[src/hw/sfps_cfg.svh]
`ifndef SFPS_CFG_SVH
`define SFPS_CFG_SVH
// Operation
// - Bank select bits place R0-R7 at 00h, 08h, 10h or 18h.
// - Add and add-with-carry: overflow is carry out of bit 6 xor bit 7.
// - Subtract-with-borrow: overflow is borrow into bit 6 xor bit 7.
// - Multiply sets overflow when product exceeds 255, else clears it.
// - Divide clears overflow, sets it when divisor was zero.
// - Parity flag is the xor of all accumulator bits, registered one cycle later on each enabled clock.
// - User flag one is a plain software read/write bit.
// - Power control bits 3 and 2 are plain software flags.
// - Arithmetic updates carry, overflow, aux carry; multiply/divide clear carry.
// - Clear/set carry write 0/1; bit ops, rotates, compares update carry only.
// - Pointer select bit 0 of aux register picks pointer; resets to 0.
// - Carry is carry out of, or borrow into, the top bit.
// - Aux carry is carry out of, or borrow into, bit 3.
// - Each data pointer is high byte and low byte as a 16-bit address.

// Register offsets
`define SFPS_OFS_PTR_LOW     8'h82
`define SFPS_OFS_PTR_HIGH    8'h83
`define SFPS_OFS_PWR_CTRL    8'h87
`define SFPS_OFS_AUX_ONE     8'ha2
`define SFPS_OFS_STATUS      8'hd0

// Status word fields
`define SFPS_SW_CARRY        7
`define SFPS_SW_AUX_CARRY    6
`define SFPS_SW_USER_ZERO    5
`define SFPS_SW_BANK_HIGH    4
`define SFPS_SW_BANK_LOW     3
`define SFPS_SW_OVERFLOW     2
`define SFPS_SW_USER_ONE     1
`define SFPS_SW_PARITY       0

// Other fields
`define SFPS_PC_GEN_ONE      3
`define SFPS_PC_GEN_ZERO     2
`define SFPS_AUX_PTR_SEL     0

// Reset values
`define SFPS_RST_STATUS      8'h00
`define SFPS_RST_PWR_CTRL    8'h00
`define SFPS_RST_AUX_ONE     8'h00
`define SFPS_RST_PTR_BYTE    8'h00
`define SFPS_MUL_LIMIT       16'h00ff
`define SFPS_BANK_STRIDE     3

`endif

[src/hw/sfps_pkg.sv]
package sfps_pkg;
	typedef enum logic [3:0] {
		SFPS_OP_NONE,
		SFPS_OP_ADD,
		SFPS_OP_ADDC,
		SFPS_OP_SUBB,
		SFPS_OP_MUL,
		SFPS_OP_DIV,
		SFPS_OP_DA,
		SFPS_OP_CLR_C,
		SFPS_OP_SET_C,
		SFPS_OP_CARRY_WR
	} sfps_op_e;
	typedef logic [7:0] sfps_byte_t;
endpackage

[src/hw/sfps_ptr_mem.sv]
`timescale 1ns/100ps
`include "sfps_cfg.svh"
// Two data pointers, each a low and high byte; read data registered
module sfps_ptr_mem (
	// Clock and reset
	input  wire logic        clk,
	input  wire logic        rst,
	input  wire logic        ce,
	// Write port
	input  wire logic        wr_en,
	input  wire logic        wr_sel,
	input  wire logic        wr_high,
	input  wire logic [7:0]  wr_data,
	// Read port
	input  wire logic        rd_sel,
	input  wire logic        rd_high,
	output logic      [7:0]  rd_data,
	output logic      [15:0] ptr_addr
);
	logic [7:0] lo_r [2];
	logic [7:0] hi_r [2];

	always_ff @(posedge clk or posedge rst) begin
		if (rst) begin
			lo_r[0] <= `SFPS_RST_PTR_BYTE;
			lo_r[1] <= `SFPS_RST_PTR_BYTE;
			hi_r[0] <= `SFPS_RST_PTR_BYTE;
			hi_r[1] <= `SFPS_RST_PTR_BYTE;
		end else if (ce && wr_en) begin
			if (wr_high) begin
				hi_r[wr_sel] <= wr_data;
			end else begin
				lo_r[wr_sel] <= wr_data;
			end
		end
	end

	always_ff @(posedge clk or posedge rst) begin
		if (rst) begin
			rd_data  <= 8'h00;
			ptr_addr <= 16'h0000;
		end else if (ce) begin
			rd_data  <= rd_high ? hi_r[rd_sel] : lo_r[rd_sel];
			ptr_addr <= {hi_r[rd_sel], lo_r[rd_sel]};
		end
	end
endmodule // sfps_ptr_mem

[src/hw/sfps_flags.sv]
// Local design decision: the plain strobed port.
`timescale 1ns/100ps
`include "sfps_cfg.svh"
// Status flags, general flags and data pointer selection
module sfps_flags (
	// Clock, reset, enable
	input  wire logic              clk,
	input  wire logic              rst,
	input  wire logic              ce,
	// Register port
	input  wire logic [7:0]        reg_addr,
	input  wire logic [7:0]        reg_wdata,
	input  wire logic              reg_wr,
	input  wire logic              reg_rd,
	output logic      [7:0]        reg_rdata,
	// Core flag update
	input  wire sfps_pkg::sfps_op_e op,
	input  wire logic [7:0]        opnd_a,
	input  wire logic [7:0]        opnd_b,
	input  wire logic              carry_in_val,
	input  wire logic [7:0]        accum,
	// Flag and pointer outputs
	output logic                   carry_flag,
	output logic                   overflow_flag,
	output logic                   aux_carry_flag,
	output logic                   parity_flag,
	output logic      [4:0]        bank_base,
	output logic      [15:0]       data_pointer
);
	// ----------------------------------------------------------------
	// Arithmetic helpers
	// ----------------------------------------------------------------
	function automatic logic [4:0] nib_sum(input logic [3:0] a, input logic [3:0] b, input logic c);
		nib_sum = {1'b0, a} + {1'b0, b} + {4'h0, c};
	endfunction

	function automatic logic odd_ones(input logic [7:0] v);
		odd_ones = ^v;
	endfunction

	// ----------------------------------------------------------------
	// Registers
	// ----------------------------------------------------------------
	logic [7:0] sw_r;
	logic [7:0] sw_nxt;
	logic [7:0] pc_r;
	logic       psel_r;
	// Pointer select is the only stored bit of the aux register
	localparam logic [7:0] AUX_RST = `SFPS_RST_AUX_ONE;
	logic       parity_r;
	logic [7:0] rdata_nxt;
	logic [1:0] rd_kind_r;

	// ----------------------------------------------------------------
	// Decode
	// ----------------------------------------------------------------
	wire hit_sw   = reg_addr == `SFPS_OFS_STATUS;
	wire hit_pc   = reg_addr == `SFPS_OFS_PWR_CTRL;
	wire hit_aux  = reg_addr == `SFPS_OFS_AUX_ONE;
	wire hit_lo   = reg_addr == `SFPS_OFS_PTR_LOW;
	wire hit_hi   = reg_addr == `SFPS_OFS_PTR_HIGH;
	wire wr_sw    = ce && reg_wr && hit_sw;
	wire wr_ptr   = reg_wr && (hit_lo || hit_hi);

	// ----------------------------------------------------------------
	// Add / subtract arithmetic
	// ----------------------------------------------------------------
	wire is_add   = op == sfps_pkg::SFPS_OP_ADD || op == sfps_pkg::SFPS_OP_ADDC;
	wire is_sub   = op == sfps_pkg::SFPS_OP_SUBB;
	wire cin      = (op == sfps_pkg::SFPS_OP_ADD) ? 1'b0 : sw_r[`SFPS_SW_CARRY];
	// Subtract as a + ~b + ~borrow; carries invert to borrows
	wire [7:0] b_eff  = is_sub ? ~opnd_b : opnd_b;
	wire       c_eff  = is_sub ? ~cin : cin;
	wire [4:0] lo_s   = nib_sum(opnd_a[3:0], b_eff[3:0], c_eff);
	wire [3:0] hi3_s  = {1'b0, opnd_a[6:4]} + {1'b0, b_eff[6:4]} + {3'b000, lo_s[4]};
	wire       c6     = hi3_s[3];
	wire       c7     = (opnd_a[7] & b_eff[7]) | (c6 & (opnd_a[7] ^ b_eff[7]));
	wire       ar_cy  = is_sub ? ~c7 : c7;
	wire       ar_ac  = is_sub ? ~lo_s[4] : lo_s[4];
	wire       ar_ov  = c6 ^ c7;

	// ----------------------------------------------------------------
	// Multiply, divide, decimal adjust
	// ----------------------------------------------------------------
	wire [15:0] prod   = {8'h00, opnd_a} * {8'h00, opnd_b};
	wire        mul_ov = prod > `SFPS_MUL_LIMIT;
	wire        div_ov = opnd_b == 8'h00;
	wire        da_lo  = (opnd_a[3:0] > 4'h9) || sw_r[`SFPS_SW_AUX_CARRY];
	wire [8:0]  da_s1  = {1'b0, opnd_a} + (da_lo ? 9'h006 : 9'h000);
	wire        da_cy0 = sw_r[`SFPS_SW_CARRY] | da_s1[8];
	wire        da_hi  = (da_s1[7:4] > 4'h9) || da_cy0;
	wire [8:0]  da_s2  = {1'b0, da_s1[7:0]} + (da_hi ? 9'h060 : 9'h000);
	wire        da_cy  = da_cy0 | da_s2[8];

	// ----------------------------------------------------------------
	// Next status word
	// ----------------------------------------------------------------
	always_comb begin
		sw_nxt = sw_r;
		if (wr_sw) begin
			sw_nxt = reg_wdata;
		end else if (ce) begin
			unique case (op)
				sfps_pkg::SFPS_OP_ADD, sfps_pkg::SFPS_OP_ADDC, sfps_pkg::SFPS_OP_SUBB: begin
					sw_nxt[`SFPS_SW_CARRY]     = ar_cy;
					sw_nxt[`SFPS_SW_OVERFLOW]  = ar_ov;
					sw_nxt[`SFPS_SW_AUX_CARRY] = ar_ac;
				end
				sfps_pkg::SFPS_OP_MUL: begin
					sw_nxt[`SFPS_SW_CARRY]    = 1'b0;
					sw_nxt[`SFPS_SW_OVERFLOW] = mul_ov;
				end
				sfps_pkg::SFPS_OP_DIV: begin
					sw_nxt[`SFPS_SW_CARRY]    = 1'b0;
					sw_nxt[`SFPS_SW_OVERFLOW] = div_ov;
				end
				sfps_pkg::SFPS_OP_DA:       sw_nxt[`SFPS_SW_CARRY] = da_cy;
				sfps_pkg::SFPS_OP_CLR_C:    sw_nxt[`SFPS_SW_CARRY] = 1'b0;
				sfps_pkg::SFPS_OP_SET_C:    sw_nxt[`SFPS_SW_CARRY] = 1'b1;
				sfps_pkg::SFPS_OP_CARRY_WR: sw_nxt[`SFPS_SW_CARRY] = carry_in_val;
				sfps_pkg::SFPS_OP_NONE:     sw_nxt = sw_r;
				default:                    sw_nxt = sw_r;
			endcase
		end
		// Parity bit is never stored from software
		sw_nxt[`SFPS_SW_PARITY] = 1'b0;
	end

	always_ff @(posedge clk or posedge rst) begin
		if (rst) begin
			sw_r <= `SFPS_RST_STATUS;
		end else if (ce) begin
			sw_r <= sw_nxt;
		end
	end

	// ----------------------------------------------------------------
	// Power control and aux register
	// ----------------------------------------------------------------
	always_ff @(posedge clk or posedge rst) begin
		if (rst) begin
			pc_r   <= `SFPS_RST_PWR_CTRL;
			psel_r <= AUX_RST[`SFPS_AUX_PTR_SEL];
		end else if (ce && reg_wr) begin
			if (hit_pc) begin
				pc_r[`SFPS_PC_GEN_ONE]  <= reg_wdata[`SFPS_PC_GEN_ONE];
				pc_r[`SFPS_PC_GEN_ZERO] <= reg_wdata[`SFPS_PC_GEN_ZERO];
			end
			if (hit_aux) begin
				psel_r <= reg_wdata[`SFPS_AUX_PTR_SEL];
			end
		end
	end

	// ----------------------------------------------------------------
	// Read path and flag outputs
	// ----------------------------------------------------------------
	wire [7:0] sw_view  = {sw_r[7:1], parity_r};
	wire [7:0] pc_view  = {4'h0, pc_r[`SFPS_PC_GEN_ONE], pc_r[`SFPS_PC_GEN_ZERO], 2'b00};
	wire [7:0] aux_view = {7'h00, psel_r};
	assign rdata_nxt = hit_sw ? sw_view : hit_pc ? pc_view : hit_aux ? aux_view : 8'h00;

	logic [7:0] direct_r;
	logic [7:0] ptr_rd;

	always_ff @(posedge clk or posedge rst) begin
		if (rst) begin
			direct_r       <= 8'h00;
			rd_kind_r      <= 2'b00;
			parity_r       <= 1'b0;
			carry_flag     <= 1'b0;
			overflow_flag  <= 1'b0;
			aux_carry_flag <= 1'b0;
			bank_base      <= 5'h00;
		end else if (ce) begin
			direct_r       <= rdata_nxt;
			rd_kind_r      <= {reg_rd && (hit_lo || hit_hi), reg_rd};
			parity_r       <= odd_ones(accum);
			carry_flag     <= sw_nxt[`SFPS_SW_CARRY];
			overflow_flag  <= sw_nxt[`SFPS_SW_OVERFLOW];
			aux_carry_flag <= sw_nxt[`SFPS_SW_AUX_CARRY];
			bank_base      <= {sw_nxt[`SFPS_SW_BANK_HIGH:`SFPS_SW_BANK_LOW], 3'b000};
		end
	end

	assign parity_flag = parity_r;
	// Read data mux sits after the flops; both sources are registers
	assign reg_rdata   = !rd_kind_r[0] ? 8'h00 : rd_kind_r[1] ? ptr_rd : direct_r;

	// Pointer bytes: access routed by pointer select
	sfps_ptr_mem u_ptr (
		.clk      (clk),
		.rst      (rst),
		.ce       (ce),
		.wr_en    (wr_ptr),
		.wr_sel   (psel_r),
		.wr_high  (hit_hi),
		.wr_data  (reg_wdata),
		.rd_sel   (psel_r),
		.rd_high  (hit_hi),
		.rd_data  (ptr_rd),
		.ptr_addr (data_pointer)
	);

	// ----------------------------------------------------------------
	// Checks
	// ----------------------------------------------------------------
	a_parity_tracks: assert property (@(posedge clk) disable iff (rst)
		ce |=> parity_flag == ^$past(accum)) else $error("parity wrong");
	a_add_overflow: assert property (@(posedge clk) disable iff (rst)
		ce && !wr_sw && op == sfps_pkg::SFPS_OP_ADD && opnd_a == 8'h40 && opnd_b == 8'h40
		|=> overflow_flag && !carry_flag) else $error("add overflow wrong");
	a_sub_overflow: assert property (@(posedge clk) disable iff (rst)
		ce && !wr_sw && is_sub && !sw_r[7] && opnd_a == 8'h80 && opnd_b == 8'h01
		|=> overflow_flag && !carry_flag) else $error("sub overflow wrong");
	a_mul_flags: assert property (@(posedge clk) disable iff (rst)
		ce && !wr_sw && op == sfps_pkg::SFPS_OP_MUL
		|=> !carry_flag && overflow_flag == ($past(prod) > 16'h00ff)) else $error("mul flags wrong");
	a_div_flags: assert property (@(posedge clk) disable iff (rst)
		ce && !wr_sw && op == sfps_pkg::SFPS_OP_DIV
		|=> !carry_flag && overflow_flag == ($past(opnd_b) == 8'h00)) else $error("div flags wrong");
	a_carry_set_clr: assert property (@(posedge clk) disable iff (rst)
		ce && !wr_sw && op inside {sfps_pkg::SFPS_OP_CLR_C, sfps_pkg::SFPS_OP_SET_C}
		|=> carry_flag == ($past(op) == sfps_pkg::SFPS_OP_SET_C)) else $error("carry set/clear wrong");
	a_bank_map: assert property (@(posedge clk) disable iff (rst)
		wr_sw && reg_wdata[4:3] == 2'b11 |=> bank_base == 5'h18) else $error("bank map wrong");
	a_aux_readback: assert property (@(posedge clk) disable iff (rst)
		ce && reg_rd && hit_aux |=> reg_rdata[7:1] == 7'h00) else $error("aux reserved bits set");
	a_half_carry: assert property (@(posedge clk) disable iff (rst)
		ce && !wr_sw && op == sfps_pkg::SFPS_OP_ADD && opnd_a == 8'h0f && opnd_b == 8'h01
		|=> aux_carry_flag) else $error("aux carry wrong");

	// ----------------------------------------------------------------
	// Bank, user flag and general flag checks
	// ----------------------------------------------------------------
	a_bank_zero: assert property (@(posedge clk) disable iff (rst)
		wr_sw && reg_wdata[4:3] == 2'b00
		|=> bank_base == 5'h00) else $error("bank zero map wrong");

	a_bank_one: assert property (@(posedge clk) disable iff (rst)
		wr_sw && reg_wdata[4:3] == 2'b01
		|=> bank_base == 5'h08) else $error("bank one map wrong");

	a_bank_two: assert property (@(posedge clk) disable iff (rst)
		wr_sw && reg_wdata[4:3] == 2'b10
		|=> bank_base == 5'h10) else $error("bank two map wrong");

	a_bank_hold: assert property (@(posedge clk) disable iff (rst)
		!wr_sw
		|=> bank_base == $past(bank_base)) else $error("bank moved without write");

	a_user_one_wr: assert property (@(posedge clk) disable iff (rst)
		wr_sw
		|=> sw_r[`SFPS_SW_USER_ONE] == $past(reg_wdata[`SFPS_SW_USER_ONE])) else $error("user flag write lost");

	a_user_one_hold: assert property (@(posedge clk) disable iff (rst)
		!wr_sw
		|=> sw_r[`SFPS_SW_USER_ONE] == $past(sw_r[`SFPS_SW_USER_ONE])) else $error("user flag changed");

	a_gen_flags_wr: assert property (@(posedge clk) disable iff (rst)
		ce && reg_wr && hit_pc
		|=> pc_r[3:2] == $past(reg_wdata[3:2])) else $error("general flags write lost");

	a_gen_flags_hold: assert property (@(posedge clk) disable iff (rst)
		!(ce && reg_wr && hit_pc)
		|=> pc_r[3:2] == $past(pc_r[3:2])) else $error("general flags changed");

	a_pc_readback: assert property (@(posedge clk) disable iff (rst)
		ce && reg_rd && hit_pc
		|=> reg_rdata[7:4] == 4'h0 && reg_rdata[1:0] == 2'b00) else $error("power control spare bits set");

	// ----------------------------------------------------------------
	// Carry, overflow and aux carry checks
	// ----------------------------------------------------------------
	a_add_carry: assert property (@(posedge clk) disable iff (rst)
		ce && !wr_sw && is_add
		|=> carry_flag == $past(({1'b0, opnd_a} + {1'b0, opnd_b} + {8'h00, cin}) > 9'h0ff))
		else $error("add carry wrong");

	a_sub_borrow: assert property (@(posedge clk) disable iff (rst)
		ce && !wr_sw && is_sub
		|=> carry_flag == $past({1'b0, opnd_a} < {1'b0, opnd_b} + {8'h00, cin}))
		else $error("sub borrow wrong");

	a_add_half: assert property (@(posedge clk) disable iff (rst)
		ce && !wr_sw && is_add
		|=> aux_carry_flag == $past(({1'b0, opnd_a[3:0]} + {1'b0, opnd_b[3:0]} + {4'h0, cin}) > 5'h0f))
		else $error("add half carry wrong");

	a_sub_half: assert property (@(posedge clk) disable iff (rst)
		ce && !wr_sw && is_sub
		|=> aux_carry_flag == $past({1'b0, opnd_a[3:0]} < {1'b0, opnd_b[3:0]} + {4'h0, cin}))
		else $error("sub half borrow wrong");

	a_none_holds: assert property (@(posedge clk) disable iff (rst)
		ce && !wr_sw && op == sfps_pkg::SFPS_OP_NONE
		|=> carry_flag == $past(carry_flag) && overflow_flag == $past(overflow_flag)
		&& aux_carry_flag == $past(aux_carry_flag)) else $error("flags moved without op");

	a_muldiv_keep_ac: assert property (@(posedge clk) disable iff (rst)
		ce && !wr_sw && op inside {sfps_pkg::SFPS_OP_MUL, sfps_pkg::SFPS_OP_DIV}
		|=> aux_carry_flag == $past(aux_carry_flag)) else $error("mul/div touched aux carry");

	a_da_carry_keep: assert property (@(posedge clk) disable iff (rst)
		ce && !wr_sw && op == sfps_pkg::SFPS_OP_DA && carry_flag
		|=> carry_flag) else $error("decimal adjust dropped carry");

	a_carry_write: assert property (@(posedge clk) disable iff (rst)
		ce && !wr_sw && op == sfps_pkg::SFPS_OP_CARRY_WR
		|=> carry_flag == $past(carry_in_val)) else $error("carry write wrong");

	a_carry_ops_only: assert property (@(posedge clk) disable iff (rst)
		ce && !wr_sw && op inside {sfps_pkg::SFPS_OP_CLR_C, sfps_pkg::SFPS_OP_SET_C,
		sfps_pkg::SFPS_OP_CARRY_WR, sfps_pkg::SFPS_OP_DA}
		|=> overflow_flag == $past(overflow_flag) && aux_carry_flag == $past(aux_carry_flag))
		else $error("carry-only op touched other flags");

	a_sw_write_wins: assert property (@(posedge clk) disable iff (rst)
		wr_sw
		|=> carry_flag == $past(reg_wdata[7]) && overflow_flag == $past(reg_wdata[2])
		&& aux_carry_flag == $past(reg_wdata[6])) else $error("status write lost to op");

	// ----------------------------------------------------------------
	// Read path and pointer checks
	// ----------------------------------------------------------------
	a_rdata_idle: assert property (@(posedge clk) disable iff (rst)
		ce && !reg_rd
		|=> reg_rdata == 8'h00) else $error("read data without read");

	a_unmapped_read: assert property (@(posedge clk) disable iff (rst)
		ce && reg_rd && !(hit_sw || hit_pc || hit_aux || hit_lo || hit_hi)
		|=> reg_rdata == 8'h00) else $error("unmapped read not zero");

	a_parity_read: assert property (@(posedge clk) disable iff (rst)
		ce && reg_rd && hit_sw
		|=> reg_rdata[0] == $past(parity_flag)) else $error("status parity readback wrong");

	a_psel_write: assert property (@(posedge clk) disable iff (rst)
		ce && reg_wr && hit_aux
		|=> psel_r == $past(reg_wdata[`SFPS_AUX_PTR_SEL])) else $error("pointer select write lost");

	a_ptr_select: assert property (@(posedge clk) disable iff (rst)
		ce
		|=> data_pointer == $past({u_ptr.hi_r[psel_r], u_ptr.lo_r[psel_r]})) else $error("pointer output wrong");

	a_ptr_read_sel: assert property (@(posedge clk) disable iff (rst)
		ce && reg_rd && hit_lo
		|=> reg_rdata == $past(u_ptr.lo_r[psel_r])) else $error("pointer low read wrong");

	// Low enable must hold pointer select, status word and pointer output
	a_freeze: assert property (@(posedge clk) disable iff (rst)
		!ce
		|=> psel_r == $past(psel_r) && data_pointer == $past(data_pointer) && sw_r == $past(sw_r))
		else $error("state moved while disabled");
endmodule // sfps_flags

[config.mk]
export PLATFORM = sky130hd
export DESIGN_NAME = sfps_flags
export DESIGN_NICKNAME = d
export VERILOG_FILES = /design/src/hw/sfps_pkg.sv /design/src/hw/sfps_ptr_mem.sv /design/src/hw/sfps_flags.sv
export VERILOG_INCLUDE_DIRS = /design/src /design/src/hw
export SDC_FILE = /design/constraint.sdc
export NUM_CORES = 1
export LEC_CHECK = 0
export ABC_CLOCK_PERIOD_IN_PS = 5300
export BUFFER_PORTS_ARGS = -buffer_cell sky130_fd_sc_hd__buf_2
export CAP_MARGIN = 0
export CORE_AREA = 2 2 114 116
export DETAILED_ROUTE_END_ITERATION = 16
export DIE_AREA = 0 0 116 118
export PLACE_DENSITY = 0.74
export SKIP_LAST_GASP = 1
export SLEW_MARGIN = 20
export SYNTH_ARGS = -nofsm -noshare
export SYNTH_HDL_FRONTEND = slang
export SYNTH_SLANG_ARGS = --single-unit
[constraint.sdc]
create_clock -name clk -period 5.3 [get_ports clk]
set_input_delay 0.53 -clock clk [delete_from_list [all_inputs] [get_ports clk]]
set_output_delay 0.53 -clock clk [all_outputs]
set_load 0.01 [all_outputs]
Word level (Yosys, flattened, before mapping)
Index checks and enable logic that the tools add are counted.
Cells by class
  $add $sub $neg: 6
  $mul: 1
  $lt $le $gt $ge: 5
  equal/unequal tests: 14
  multiplexer cells: 27
  bitwise gates (word level): 13
  reduce and logical (&&, ||, !) cells: 18
Operator list (count)
  two-way mux 8 bit: 13
  equality test 8 bit, second input constant: 5
  bitwise mux 16 bit: 2
  equality test 4 x 3 -> 1 bit, second input constant: 4
  greater-than comparator 16 x 8 -> 1 bit, second input constant: 1
  multiplier 8 x 8 -> 16 bit: 1
  AND reduction 2 bit: 5
  adder 8 x 3 -> 9 bit: 1
  adder 8 x 7 -> 9 bit: 1
  demux 8 bit (select 1 bit): 1
  equality test 4 x 2 -> 1 bit, second input constant: 2
  equality test 4 bit, second input constant: 2
  greater-than comparator 4 bit, second input constant: 2
  logical NOT 8 bit: 1
  inverter 8 bit: 1
  parity 8 bit: 1
  two-way mux 7 bit: 1
  logical AND 1 bit: 6
  two-way mux 1 bit: 6
  OR reduction 3 bit: 2
  adder 4 x 4 -> 5 bit: 1
  adder 5 x 1 -> 5 bit: 1
  one-hot mux 1 bit (5 select lines): 1
  adder 3 x 3 -> 4 bit: 1
  other kinds (13): 22
Storage, ports and cells
  flip-flop bits (word level): 82
  bits of input ports: 50
  output and inout bits: 33

Depth between registers and ports, before layout
  depth in word-level cells: 12
  mapped depth: 18
  mapped depth without buffers: 17

Cells and area by module
A second synthesis with hierarchy kept.
Second synthesis, totals
  cell total of the unflattened synthesis: 656
  area total of the unflattened synthesis: 6354.8 um^2
Modules (own cells, without submodules)
  sfps_flags: times used 1, cells an instance 488, area an instance 4016.4 um^2
  sfps_ptr_mem: times used 1, cells an instance 168, area an instance 2338.5 um^2

Worst setup path after synthesis
OpenSTA, ideal clock, no wires.
  kind: input to register
  from: in opnd_b[7]
  to: reg sw_r[2]
  data arrival time: 4661 ps
  data required time: 5165 ps
  setup slack: 503 ps
  stages on the path: 17
  path buffers: 1
  path through: clkbuf_1 > nand2_1 > fa_1 > fa_1 > inv_1 > fa_1 > inv_1 > fa_1 > inv_1 > ha_1 > a21o_1 > a221oi_1 > nand2_1 > a2111oi_0 > nand4_1 > nand4_1 > a31oi_1
On the way
  longest elaborated chain between the ends: 8
Ends and longest elaborated chain
  start: declaration: line sfps_flags.sv:19  | input wire logic [7:0] opnd_b,
  parallel branches: the longest is 6 deep, another holds multiplier 8 x 8 -> 16 bit
  one-hot mux 1 bit (3 select lines) *: line sfps_flags.sv:103  | unique case (op)
  two-way mux 8 bit *: line sfps_flags.sv:100  | if (wr_sw) begin
  end signal: assignment: line sfps_flags.sv:131  | sw_r <= `SFPS_RST_STATUS;
  end signal: assignment: line sfps_flags.sv:133  | sw_r <= sw_nxt;
  end: declaration: line sfps_flags.sv:44  | logic [7:0] sw_r;
Mark *: on every way between the ends.
A chain may end at the register's enable or synchronous reset.

Worst setup path after layout
Ends and elaborated chain as after synthesis.

==> flow_metrics.env <==
export IMPL_syn_avg_cell_area_um2=10.1
export IMPL_grt_usage=0.216
export IMPL_worstReg2RegEnd="carry_flag"
export IMPL_synth_top_area_share=0.300
export IMPL_drtAntennaViolNets=0
export IMPL_hpwl_um=10400
export IMPL_hold_path_end="rd_kind_r[1]"
export IMPL_worstRegToRegCells=14
export IMPL_vias_per_cell=5.55
export IMPL_die_area_um2=13700
export IMPL_layout_nets=822
export IMPL_status="finished clean"
export IMPL_wirelength_um=13900
export IMPL_cts_buffer_depth=2
export IMPL_portBuffers=79
export IMPL_cp_num_buf_inv=4
export IMPL_slowest_delay_ps=540
export IMPL_vias=4808
export IMPL_drt_iter0_drc=322
export IMPL_synth_flop_cell="dfrtp_1"
export IMPL_met2_usage=0.338
export IMPL_use_met3=0.0402
export IMPL_final_hold_violation_count=0
export IMPL_coreArea_um2=12400
export IMPL_fin_cells=867
export IMPL_grt_pass1_vias=4849
export IMPL_cts_sinks=77
export IMPL_vdd_drop_max_mv=0.212
export IMPL_leakage_nw=3.46
export IMPL_cts_hold_buffers_added=0
export IMPL_crit_chain="buf_2 > nand2_1 > fa_1 > fa_1 > inv_1 > fa_1 > inv_1 > fa_1 > inv_1 > ha_1 > a21o_1 > a221oi_1 > nand2_1 > a2111oi_0 > nand4_1 > nand4_1 > a31oi_1"
export IMPL_critPathLaunchType="input port"
export IMPL_synth_edff_count=0
export IMPL_diodes=0
export IMPL_syn_area_um2=6420
export IMPL_finalWeightedCongestion=0.884
export IMPL_crit_arrival_ps=5070
export IMPL_synthTopCellsByArea="dfrtp_1, fa_1, ha_1"
export IMPL_drc=0
export IMPL_start_util=0.517
export IMPL_clock_skew_ps=7.30
export IMPL_crit_required_ps=5490
export IMPL_fin_crit_ps=4890
export IMPL_path_class="input port to register"
export IMPL_ioPinCount=83
export IMPL_grt_busiest_layer="met2"
export IMPL_dpl_cell_area_um2=6880
export IMPL_critPathSlowestCell="fa_1"
export IMPL_fmax_ghz=0.205
export IMPL_synth_area_leader_cell="dfrtp_1"
export IMPL_grt_ovfl_total=0
export IMPL_grt_pass1_wl_um=23600
export IMPL_final_cell_area_um2=7200
export IMPL_clock_latency_ps=340
export IMPL_fin_util=0.580
export IMPL_maxCapViolCount=0
export IMPL_die_x_um=116
export IMPL_yosysMostFrequentCell="dfrtp_1"
export IMPL_cp_depth=17
export IMPL_cts_tree="done"
export IMPL_cp_max_fo=10
export IMPL_period_share=0.922
export IMPL_crit_top_cell="fa_1"
export IMPL_synth_cell_type_count=59
export IMPL_clkTransAtPathRegs_ps=60
export IMPL_synthArstFlopShare=1.00
export IMPL_rows=41
export IMPL_setup_viol_count_final=0
export IMPL_grt_max_degree=78
export IMPL_r2r_slack_ps=2400
export IMPL_r2r_start="sw_r[6]"
export IMPL_fin_ws_ps=414
export IMPL_tns_ps=0
export IMPL_endpoint_kind="register"
export IMPL_power_density_nw_per_um2=286
export IMPL_ctsHtreeMaxLevel=3
export IMPL_cp_top_family="adder cells"
export IMPL_seq_area_frac_synth=0.300
export IMPL_maxSlewHeadroom=0.365
export IMPL_drive_gt1_frac=0.237
export IMPL_wl_per_cell_um=16.0
export IMPL_syn_to_final_growth_pct=12.2
export IMPL_worst_pin_slew_ps=953
export IMPL_yosys_top_cells_count="dfrtp_1, inv_1, and2_1, mux2_2, ha_1"
export IMPL_hold_depth=3
export IMPL_slew_violations=0
export IMPL_met1_usage=0.317
export IMPL_drtPass1Iterations=4
export IMPL_die_h_um=118
export IMPL_worstHoldPathType="input port to register"
export IMPL_cts_buffers=9
export IMPL_dp_cells=851
export IMPL_cts_root_buffer="clkbuf_16"
export IMPL_min_from="reg_rd"
export IMPL_cts_setup_buffers=0
export IMPL_place_ws_ps=88.5
export IMPL_post_cts_resize_count=0
export IMPL_ys_warn_count=0
export IMPL_timing_hold_ws_ps=460
export IMPL_rsz0062_at_grt="no"
export IMPL_synth_cells=634
export IMPL_antenna_found_initial=0
export IMPL_power_total_mw=2.06
export IMPL_synth_seq_cells=77
[flip-flops by register name, summed over array words and instances, names as in the netlist]
signal,cells
carry_flag,1
direct_r,8
parity_flag,1
pc_r,2
psel_r,1
rd_kind_r,2
sw_r,6
u_ptr.hi_r,16
u_ptr.lo_r,16
u_ptr.ptr_addr,16
u_ptr.rd_data,8
[power breakdown]
part	total, mW	internal [mW]	switching [mW]
sequential	0.636	0.613	0.0235
clock	0.663	0.417	0.246
combinational	0.763	0.338	0.425
[how the worst max path moves through the flow]
stage,start,to,slack (ps)
floorplan,opnd_b[7],sw_r[2],500
global placement,opnd_a[1],sw_r[2],310
detailed placement,opnd_b[7],sw_r[2],90
CTS,opnd_b[7],sw_r[2],440
global route,opnd_b[7],sw_r[2],120
finish,opnd_b[7],sw_r[2],410
[worst reg2reg max path, cell delays in order, from the launching register on]
cell and delay (ps):
dfrtp_1 440, nand2b_1 180, ha_1 320, a21oi_1 80, nor3b_1 270, xor2_1 220
nor2_1 50, o21ai_0 150, ha_1 260, nor4b_1 150, nor3_1 150, o21ai_0 110
a21oi_1 170, o22ai_1 90, a21o_1 150
[layer usage]
layer | vias up | wire [um] | share of wire
met5 | - | 0 | 0
met1 | 2380 | 6300 | 0.45
met3 | 12 | 865 | 0.062
met4 | 0 | 153 | 0.011
met2 | 144 | 6580 | 0.47
li1 | 2272 | - | -
[logic make-up after synthesis]
family,count (synthesis),share of synthesized area
AND/OR/NAND/NOR,175,0.161
buffers and inverters,104,0.0659
AO/OA/AOI/OAI,90,0.0856
multiplexers,83,0.154
adder cells (fa/ha/maj),82,0.202
flip-flops,77,0.300
XOR/XNOR,22,0.0300
other,1,0.000584
[placed cells by master (no fill, tap or decap), types with 14 or more instances in the layout]
| cell type | Yosys | layout |
|---|---|---|
| dfrtp_1 | 77 | 77 |
| o21ai_0 | 21 | 21 |
| nand2_1 | 23 | 23 |
| ha_1 | 46 | 46 |
| mux2i_1 | 27 | 27 |
| and2_1 | 51 | 51 |
| xor2_1 | 14 | 14 |
| fa_1 | 36 | 36 |
| nor2_1 | 32 | 32 |
| a21oi_1 | 35 | 35 |
| mux2_2 | 48 | 48 |
| buf_2 | 5 | 79 |
| inv_1 | 65 | 64 |
[final cells by class]
cell class              count  area, um2
inverters                  65        244
clock buffers              10        229
flip-flops and latches     77       1930
repair buffers             82        418
multi-input cells         455       4080
fillers                  1075       5210
well taps                 172        215
clock inverters             6       93.8
Note: power is estimated with default switching activity, not from simulation.
